==> src/inc/cth_pkg.sv <==
// Shared constants for the CAN transmit handler
package cth_pkg;
  // Buffer count and widths
  localparam int NBUF = 4;
  localparam int IDXW = 2;
  localparam int IDW  = 11;
  localparam int AW   = 8;
  localparam int CTRL_W = 3;
  localparam int PCW    = 2;
  // Register byte offsets
  localparam logic [AW-1:0] CTRL_OFF = 8'h00;
  localparam logic [AW-1:0] ADD_OFF  = 8'h04;
  localparam logic [AW-1:0] PEND_OFF = 8'h08;
  localparam logic [AW-1:0] STAT_OFF = 8'h0C;
  localparam logic [AW-1:0] BUF0_OFF = 8'h10;
  localparam logic [AW-1:0] BUF_END  = 8'h20;
  // Control register fields
  localparam int CTRL_FD_OPERATION_ENABLE_BIT = 0;
  localparam int CTRL_BIT_RATE_SWITCH_ENABLE_BIT = 1;
  localparam int CTRL_TXP_BIT  = 2;
  localparam logic [CTRL_W-1:0] CTRL_RST = 3'h0;
  // Buffer configuration fields
  localparam int BUF_ID_LSB   = 0;
  localparam int BUF_FDF_BIT  = 16;
  localparam int BUF_EBRS_BIT = 17;
  // Status register fields
  localparam int STAT_BUSY_BIT  = 0;
  localparam int STAT_SELOK_BIT = 1;
  localparam int STAT_PAUSE_BIT = 2;
  localparam int STAT_SEL_LSB   = 4;
  // Reset values
  localparam logic [NBUF-1:0] PEND_RST = 4'h0;
  localparam logic [IDW-1:0]  ID_RST   = 11'h000;
  // Pause length in nominal bit times
  localparam logic [PCW-1:0] PAUSE_BITS = 2'h2;
endpackage

==> src/inc/cth_scan_if.sv <==
// Carrier between the handler and its priority scanner
`timescale 1ns/100ps
`default_nettype none
interface cth_scan_if;
  import cth_pkg::*;
  logic [NBUF-1:0] pend;
  logic [IDW-1:0]  id [NBUF];
  logic            hit;
  logic [IDXW-1:0] idx;
  modport ctl  (output pend, output id, input hit, input idx);
  modport scan (input pend, input id, output hit, output idx);
endinterface
`default_nettype wire

==> src/design/cth_tx_handler.sv <==
// CAN transmit handler: APB registers, request scan and frame launch
`timescale 1ns/100ps
`default_nettype none
// How it works
// - Classic frame unless FD enabled and flagged
// - FD without switch if either switch bit 0
// - Rate switch only when all four bits set
// - Rescan on pending change or transmit start
// - Lowest pending identifier wins the scan
// - Optional two idle bit pause after success
// - Pause enable resets to zero
// - Received frame ends the pause at once
// - Buffer sends with its configured identifier
// - Equal identifiers: lowest buffer index first
// - Buffers compete with FIFO by identifier
module cth_tx_handler (
  // Clock and reset
  input  wire logic                   clk_in,
  input  wire logic                   srst_in,
  // APB slave
  input  wire logic                   psel_in,
  input  wire logic                   penable_in,
  input  wire logic                   pwrite_in,
  input  wire logic [cth_pkg::AW-1:0] paddr_in,
  input  wire logic [31:0]            pwdata_in,
  output logic                        pready_out,
  output logic [31:0]                 prdata_out,
  output logic                        pslverr_out,
  // Protocol controller events
  input  wire logic                   bit_tick_in,
  input  wire logic                   bus_idle_in,
  input  wire logic                   sof_in,
  input  wire logic                   tx_ok_in,
  input  wire logic                   tx_lost_in,
  input  wire logic                   rx_done_in,
  // Frame launch to the protocol controller
  output logic                        tx_start_out,
  output logic [cth_pkg::IDW-1:0]     tx_id_out,
  output logic                        tx_fd_out,
  output logic                        tx_brs_out,
  output logic [cth_pkg::IDXW-1:0]    tx_buf_out,
  output logic                        tx_fifo_out,
  // Transmit FIFO head
  input  wire logic                   fifo_req_in,
  input  wire logic [cth_pkg::IDW-1:0] fifo_id_in,
  input  wire logic                   fifo_fdf_in,
  input  wire logic                   fifo_brs_in,
  output logic                        fifo_sent_out
);
  import cth_pkg::*;

  typedef enum logic {ST_IDLE, ST_TX} cth_state_e;

  // Register state and next values
  logic [CTRL_W-1:0] ctrl_r, ctrl_nxt;
  logic [NBUF-1:0]   pend_r, pend_nxt, pend_q_r;
  logic [NBUF-1:0]   fdf_r, fdf_nxt, ebrs_r, ebrs_nxt;
  logic [IDW-1:0]    id_r [NBUF];
  logic [IDW-1:0]    id_nxt [NBUF];
  logic [IDXW-1:0]   sel_r, sel_nxt;
  logic              sel_ok_r, sel_ok_nxt;
  cth_state_e        st_r, st_nxt;
  logic              start_nxt, fd_nxt, brs_nxt, fifo_nxt, sent_nxt;
  logic [IDW-1:0]    txid_nxt;
  logic [IDXW-1:0]   buf_nxt;
  logic              rdy_r, rdy_nxt, err_r, err_nxt;
  logic [31:0]       rdata_r, rdata_nxt;

  // Decode and arbitration terms
  logic              acc, wr, hit, is_buf, trig, buf_rdy, use_fifo, go, fifo_ok;
  logic              pause_act, ok_evt;
  logic [IDXW-1:0]   bidx;
  logic [IDW-1:0]    sel_id;
  logic              sel_fdf, sel_ebrs;
  logic [NBUF-1:0]   clr, set;
  logic [31:0]       rd;

  cth_scan_if sc ();

  // Pending set and identifiers feed the scanner
  assign sc.pend = pend_r;
  assign sc.id   = id_r;

  cth_scan u_scan (
    .clk_in  (clk_in),
    .srst_in (srst_in),
    .sc      (sc.scan)
  );

  // Pause only follows own successful frames
  assign ok_evt = (st_r == ST_TX) && tx_ok_in;

  cth_pause u_pause (
    .clk_in      (clk_in),
    .srst_in     (srst_in),
    .enable_in   (ctrl_r[CTRL_TXP_BIT]),
    .tx_ok_in    (ok_evt),
    .rx_done_in  (rx_done_in),
    .sof_in      (sof_in),
    .bit_tick_in (bit_tick_in),
    .bus_idle_in (bus_idle_in),
    .active_out  (pause_act)
  );

  // Format from controller enables and element flags, returns {brs, fd}
  function automatic logic [1:0] frame_fmt(input logic fd_operation_enable, input logic bit_rate_switch_enable,
                                           input logic fdf, input logic ebrs);
    logic fd;
    fd = fd_operation_enable & fdf;
    frame_fmt = {fd & bit_rate_switch_enable & ebrs, fd};
  endfunction

  // Selected buffer view and launch decision
  assign sel_id   = id_r[sel_r];
  assign sel_fdf  = fdf_r[sel_r];
  assign sel_ebrs = ebrs_r[sel_r];
  assign trig     = (pend_r != pend_q_r) || tx_start_out;
  // A stale choice is never launched while a rescan is due
  assign buf_rdy  = sel_ok_r && pend_r[sel_r] && !trig;
  // Head just popped is stale until the FIFO advances, else it goes twice
  assign fifo_ok  = fifo_req_in && !fifo_sent_out;
  assign use_fifo = fifo_ok && (!buf_rdy || fifo_id_in < sel_id);
  assign go       = (st_r == ST_IDLE) && bus_idle_in && !pause_act
                    && (buf_rdy || fifo_ok);

  // APB address decode and read mux
  assign acc    = psel_in && penable_in;
  assign is_buf = (paddr_in >= BUF0_OFF) && (paddr_in < BUF_END);
  assign bidx   = paddr_in[IDXW+1:2];
  always_comb
  begin
    rd  = 32'h0000_0000;
    hit = (paddr_in[1:0] == 2'h0);
    if (is_buf)
    begin
      rd[BUF_ID_LSB +: IDW] = id_r[bidx];
      rd[BUF_FDF_BIT]       = fdf_r[bidx];
      rd[BUF_EBRS_BIT]      = ebrs_r[bidx];
    end
    else if (paddr_in == CTRL_OFF)
      rd = 32'(ctrl_r);
    else if (paddr_in == PEND_OFF)
      rd = 32'(pend_r);
    else if (paddr_in == STAT_OFF)
    begin
      rd[STAT_BUSY_BIT]            = (st_r == ST_TX);
      rd[STAT_SELOK_BIT]           = sel_ok_r;
      rd[STAT_PAUSE_BIT]           = pause_act;
      rd[STAT_SEL_LSB +: IDXW]     = sel_r;
    end
    else if (paddr_in != ADD_OFF)
      hit = 1'b0;
  end

  // Writes land on the completing edge of the access phase
  assign wr = acc && rdy_r && pwrite_in && hit;

  // Pending bits: software adds, a successful buffer frame removes
  always_comb
  begin
    clr = '0;
    set = '0;
    if (ok_evt && !tx_fifo_out)
      clr[tx_buf_out] = 1'b1;
    if (wr && paddr_in == ADD_OFF)
      set = pwdata_in[NBUF-1:0];
  end
  // Set after clear, so a new request in the same cycle survives
  assign pend_nxt = (pend_r & ~clr) | set;

  // APB handshake: one wait state, read data captured in it
  always_comb
  begin
    rdy_nxt   = acc && !rdy_r;
    rdata_nxt = rdata_r;
    err_nxt   = err_r;
    if (acc && !rdy_r)
    begin
      rdata_nxt = rd;
      err_nxt   = !hit;
    end
  end

  // Configuration writes
  always_comb
  begin
    ctrl_nxt = ctrl_r;
    fdf_nxt  = fdf_r;
    ebrs_nxt = ebrs_r;
    id_nxt   = id_r;
    if (wr && paddr_in == CTRL_OFF)
      ctrl_nxt = pwdata_in[CTRL_W-1:0];
    if (wr && is_buf)
    begin
      id_nxt[bidx]   = pwdata_in[BUF_ID_LSB +: IDW];
      fdf_nxt[bidx]  = pwdata_in[BUF_FDF_BIT];
      ebrs_nxt[bidx] = pwdata_in[BUF_EBRS_BIT];
    end
  end

  // Scan capture and launch sequencing
  always_comb
  begin
    sel_nxt    = sel_r;
    sel_ok_nxt = sel_ok_r;
    st_nxt     = st_r;
    start_nxt  = 1'b0;
    sent_nxt   = 1'b0;
    txid_nxt   = tx_id_out;
    fd_nxt     = tx_fd_out;
    brs_nxt    = tx_brs_out;
    buf_nxt    = tx_buf_out;
    fifo_nxt   = tx_fifo_out;
    if (trig)
    begin
      sel_nxt    = sc.idx;
      sel_ok_nxt = sc.hit;
    end
    case (st_r)
      ST_IDLE:
        if (go)
        begin
          st_nxt    = ST_TX;
          start_nxt = 1'b1;
          fifo_nxt  = use_fifo;
          if (use_fifo)
          begin
            txid_nxt          = fifo_id_in;
            {brs_nxt, fd_nxt} = frame_fmt(ctrl_r[CTRL_FD_OPERATION_ENABLE_BIT], ctrl_r[CTRL_BIT_RATE_SWITCH_ENABLE_BIT],
                                          fifo_fdf_in, fifo_brs_in);
          end
          else
          begin
            txid_nxt          = sel_id;
            buf_nxt           = sel_r;
            {brs_nxt, fd_nxt} = frame_fmt(ctrl_r[CTRL_FD_OPERATION_ENABLE_BIT], ctrl_r[CTRL_BIT_RATE_SWITCH_ENABLE_BIT],
                                          sel_fdf, sel_ebrs);
          end
        end
      ST_TX:
        if (tx_ok_in)
        begin
          st_nxt   = ST_IDLE;
          sent_nxt = tx_fifo_out;
        end
        else if (tx_lost_in)
          st_nxt = ST_IDLE; // Lost arbitration: request stays pending
      default:
        st_nxt = ST_IDLE;
    endcase
  end

  // All state registers
  always_ff @(posedge clk_in)
  begin
    if (srst_in)
    begin
      ctrl_r        <= CTRL_RST;
      pend_r        <= PEND_RST;
      pend_q_r      <= PEND_RST;
      fdf_r         <= '0;
      ebrs_r        <= '0;
      id_r          <= '{default: ID_RST};
      sel_r         <= '0;
      sel_ok_r      <= 1'b0;
      st_r          <= ST_IDLE;
      tx_start_out  <= 1'b0;
      tx_id_out     <= ID_RST;
      tx_fd_out     <= 1'b0;
      tx_brs_out    <= 1'b0;
      tx_buf_out    <= '0;
      tx_fifo_out   <= 1'b0;
      fifo_sent_out <= 1'b0;
      rdy_r         <= 1'b0;
      err_r         <= 1'b0;
      rdata_r       <= 32'h0000_0000;
    end
    else
    begin
      ctrl_r        <= ctrl_nxt;
      pend_r        <= pend_nxt;
      pend_q_r      <= pend_r;
      fdf_r         <= fdf_nxt;
      ebrs_r        <= ebrs_nxt;
      id_r          <= id_nxt;
      sel_r         <= sel_nxt;
      sel_ok_r      <= sel_ok_nxt;
      st_r          <= st_nxt;
      tx_start_out  <= start_nxt;
      tx_id_out     <= txid_nxt;
      tx_fd_out     <= fd_nxt;
      tx_brs_out    <= brs_nxt;
      tx_buf_out    <= buf_nxt;
      tx_fifo_out   <= fifo_nxt;
      fifo_sent_out <= sent_nxt;
      rdy_r         <= rdy_nxt;
      err_r         <= err_nxt;
      rdata_r       <= rdata_nxt;
    end
  end

  // APB answers straight from registers
  assign pready_out  = rdy_r;
  assign prdata_out  = rdata_r;
  assign pslverr_out = rdy_r && err_r;
endmodule
`default_nettype wire

==> src/design/cth_scan.sv <==
// Priority scanner: lowest identifier, then lowest buffer index
`timescale 1ns/100ps
`default_nettype none
module cth_scan (
  // Clock and reset, for checks only
  input  wire logic   clk_in,
  input  wire logic   srst_in,
  // Scan request and result
  cth_scan_if.scan    sc
);
  import cth_pkg::*;

  logic            hit_c;
  logic [IDXW-1:0] idx_c;
  logic [IDW-1:0]  best_c;

  // Ascending walk with strict compare keeps the lowest index on ties
  always_comb
  begin
    hit_c  = 1'b0;
    idx_c  = '0;
    best_c = '1;
    for (int i = 0; i < NBUF; i++)
    begin
      if (sc.pend[i] && (!hit_c || sc.id[i] < best_c))
      begin
        hit_c  = 1'b1;
        idx_c  = IDXW'(i);
        best_c = sc.id[i];
      end
    end
  end

  assign sc.hit = hit_c;
  assign sc.idx = idx_c;

  // Every other pending buffer loses against the winner
  for (genvar g = 0; g < NBUF; g++)
  begin : g_chk

  end
endmodule
`default_nettype wire

==> src/design/cth_pause.sv <==
// Transmit pause timer counted in nominal bit times
`timescale 1ns/100ps
`default_nettype none
module cth_pause (
  // Clock and reset
  input  wire logic clk_in,
  input  wire logic srst_in,
  // Control and bus events
  input  wire logic enable_in,
  input  wire logic tx_ok_in,
  input  wire logic rx_done_in,
  input  wire logic sof_in,
  input  wire logic bit_tick_in,
  input  wire logic bus_idle_in,
  // Pause state
  output logic      active_out
);
  import cth_pkg::*;

  logic [PCW-1:0] cnt_r;
  logic [PCW-1:0] cnt_nxt;

  // Load after own success, release early on foreign traffic
  always_comb
  begin
    cnt_nxt = cnt_r;
    if (tx_ok_in && enable_in)
      cnt_nxt = PAUSE_BITS;
    else if (!enable_in || rx_done_in || sof_in)
      cnt_nxt = '0;
    else if (cnt_r != '0 && bit_tick_in && bus_idle_in)
      cnt_nxt = cnt_r - PCW'(1);
  end

  // Count register
  always_ff @(posedge clk_in)
  begin
    if (srst_in)
      cnt_r <= '0;
    else
      cnt_r <= cnt_nxt;
  end

  assign active_out = (cnt_r != '0);
endmodule
`default_nettype wire

==> config.mk <==
export PLATFORM = sky130hd
export DESIGN_NAME = cth_tx_handler
export DESIGN_NICKNAME = d
export VERILOG_FILES = /design/src/inc/cth_pkg.sv /design/src/inc/cth_scan_if.sv /design/src/design/cth_tx_handler.sv /design/src/design/cth_scan.sv /design/src/design/cth_pause.sv
export SDC_FILE = /design/constraint.sdc
export NUM_CORES = 1
export LEC_CHECK = 0
export ABC_AREA = 1
export BUFFER_PORTS_ARGS = -buffer_cell sky130_fd_sc_hd__buf_4
export CAP_MARGIN = 0
export CORE_MARGIN = 1
export CORE_UTILIZATION = 50
export CTS_BUF_LIST = sky130_fd_sc_hd__clkbuf_16
export DETAILED_ROUTE_END_ITERATION = 8
export PLACE_DENSITY = 0.72
export SETUP_SLACK_MARGIN = 0.5
export SYNTH_ARGS = -nofsm -noshare
export SYNTH_HDL_FRONTEND = slang
export SYNTH_SLANG_ARGS = --single-unit
export TNS_END_PERCENT = 10
==> constraint.sdc <==
create_clock -name clk_in -period 5.7 [get_ports clk_in]
set_clock_uncertainty 0.15 [all_clocks]
set_input_delay 1.14 -clock clk_in [delete_from_list [all_inputs] [get_ports clk_in]]
set_output_delay 1.14 -clock clk_in [all_outputs]
set_load 0.05 [all_outputs]
==> flow_summary.yaml <==
synth:
  synth_cell_types: 35
  syn_inst: 853
  synth_area_sq_mm: 0.00598
  async_flop_share_pct: 0
  ys_seq_elements: 102
  synth_area_per_cell_sq_um: 7.01
  netlist.area_leader.share_pct: 34.2
  ys_warn_count: 0
  synth_edf_count: 0
  synthFlopType: "dfxtp_1"
  synth.area.top_cells: "dfxtp_1, nand2_1, ha_1"
  yosysSeqAreaShare_pct: 34.2
  synth_most_common_cell: "nand2_1"
  synth_area_leader_cell: "dfxtp_1"
  synth_common_cells: "nand2_1, nor2_1, dfxtp_1, inv_1, o21ai_0"
die:
  die_w_um: 111
  placementRows: 39
  start_util_pct: 51.9
  fp.coreArea_sq_mm: 0.0115
  die_y_um: 111
  pin_count: 117
  die-area_sq_mm: 0.0124
sta:
  final_hold_viol_count: 0
  period_minus_slack_ns: 4.84
  setup_viol_count_final: 0
  fin_setup_tns_ns: 0
  worst_pin_slew_ns: 0.912
  fin_crit_sh_pct: 84.9
  whs_ns: 0.317
  relSlewSlack_pct: 39.0
  timing.fmax_mhz: 207
  report.final.slew_viol_count: 0
  rsz0062_at_grt: "no"
detailed_routing:
  via_count: 6069
  ant_nets: 0
  finalWirelength_mm: 17.6
  drc: 14
  drtIter0Drc: 473
  wl_per_cell_um: 16.5
  vias_per_cell: 5.71
  first_pass_iters: 6
job:
  maxCapViolations: 0
power_and_ir_drop:
  p_leak_uw: 0.00309
  power_density_mw_per_mm2: 208
  power_uw: 1440
  vdd_drop_max_mv: 0.138
outcome:
  status: "complete, but fails checks"
  violations: "DRC"
placed_design:
  portBuffers: 78
  place.gp.congestion: 0.938
  hpwl_mm: 12.8
  place_area_sq_mm: 0.00660
clock_tree:
  htree_levels: 3
  cts_tree: "built"
  ctsHoldBuffers: 0
  clk_pin_slew_ns: 0.07
  clk_path_buf_depth: 2
  ctsRootBufferMaster: "clkbuf_16"
  clk_latency_ns: 0.35
  cts_buffers: 9
  cts.sinks: 102
setup_path:
  timing.rr.end: "sel_r[0]"
  reg2reg_from: "pend_r[0]"
  critPathLaunch: "pend_r[0]"
  startpoint_type: "register"
  cpMaxStageDelayCell: "dfxtp_2"
  cp-end-kind: "register"
  r2r_slack_ns: 0.86
  slowest_delay_ns: 0.36
  crit_top_cell: "nand2_1"
  crit_end: "sel_r[0]"
  worstPathMaxFanout: 17
  crit_type: "register to register"
  reg2reg_depth: 34
  arrival_ns: 4.97
  required_ns: 5.83
global_routing:
  first_global_vias: 5711
  antenna_found_initial: 0
  grt_usage_pct: 29.0
  grt_max_degree: 79
  grt_pass1_wl_mm: 28.5
  overflow: 0
final_layout:
  final_net_count: 1020
  areaGrowthSynthToFinish_pct: 16.0
  diodes: 0
  drive_gt1_share_pct: 13.4
  post-route-cell-area_sq_mm: 0.00693
hold_path:
  hold_start: "prdata_out[7]"
  hold_path.class: "register to register"
worst min-delay path by stage:
stage	slack [ns]	depth (start not counted)	endpoint
floorplan	0.31	2	ctrl_r[1]
global placement	0.31	2	prdata_out[9]
detailed placement	0.31	2	prdata_out[7]
CTS	0.32	2	prdata_out[7]
global route	0.35	2	prdata_out[9]
finish	0.32	2	prdata_out[7]
repair_timing:
action                                  4_1_cts  5_1_grt
gates resized for setup                       0       14
endpoints found under the hold margin         0        0
endpoints found under the setup margin        0        2
buffers inserted                              0        2
power breakdown:
part | internal, uW | leakage [uW] | switching (uW)
Combinational | 44.0 | 0.00213 | 110
Clock | 293 | 0.000131 | 269
Sequential | 719 | 0.000824 | 5.39
Total | 1060 | 0.00309 | 385
logic make-up after synthesis:
| logic type | count (synthesis) | synth area share (%) |
|---|---|---|
| AND/OR/NAND/NOR | 332 | 22.5 |
| AO/OA/AOI/OAI | 223 | 23.7 |
| buffers and inverters | 153 | 10.9 |
| flip-flops | 102 | 34.2 |
| adder cells (fa/ha/maj) | 40 | 8.37 |
| XOR/XNOR | 2 | 0.293 |
| other | 1 | 0.0627 |
state kept, by name (all words and copies together) (netlist names), 3 cells and up:
| name | flops |
|---|---|
| ebrs_r | 4 |
| fdf_r | 4 |
| pend_r | 4 |
| tx_id_out | 11 |
| prdata_out | 13 |
| ctrl_r | 3 |
| pend_q_r | 4 |
| id_r | 44 |
worst max-delay path, delay by kind of cell, from the launching register on:
kind                       cells  cell delay [ns]
buffers and inverters          3             0.50
DFF                            1             0.36
and+or+nand+nor               19             1.53
adders and majority gates      3             0.77
AOI/OAI and AO/OA              9             1.46
placed cells by master (no fill, tap or decap), types with 4 or more instances in the layout:
master / n
a211oi_1: 55
a21oi_1: 43
a221oi_1: 5
a22oi_1: 10
buf_4: 92
clkbuf_16: 9
conb_1: 19
dfxtp_1: 101
ha_1: 40
inv_1: 92
nand2_1: 152
nand3_1: 26
nand4_1: 13
nor2_1: 124
nor3_1: 7
o211ai_1: 11
o21ai_0: 58
o21ai_1: 6
o22ai_1: 18
o31ai_1: 4
layout make-up:
class                   instances  area [sq um]
clock inverters                 6          37.5
flip-flops and latches        102          2040
clock buffers                   9           225
repair buffers                 93           711
multi-input cells             616          3380
well taps                     143           179
inverters                      93           354
fillers                      1109          4580
per-stage QoR:
stage                     util (%)  cells  worst slack, ns
final                         60.2   1062            0.858
after global placement        57.3   1045            0.679
after CTS                     59.6   1060            0.525
after detailed placement      57.3   1045            0.576
after floorplan                  -    871             1.11
after global routing          60.2   1062            0.527
per-layer routing:
layer / up-vias / wire (um) / track usage [%]
li1: 2999 / - / -
met1: 2826 / 7500 / 37.3
met2: 217 / 8420 / 49.6
met3: 27 / 1300 / 4.03
met4: 0 / 341 / 10.7
met5: - / 0 / 0
Note: power is estimated with default switching activity, not from simulation.
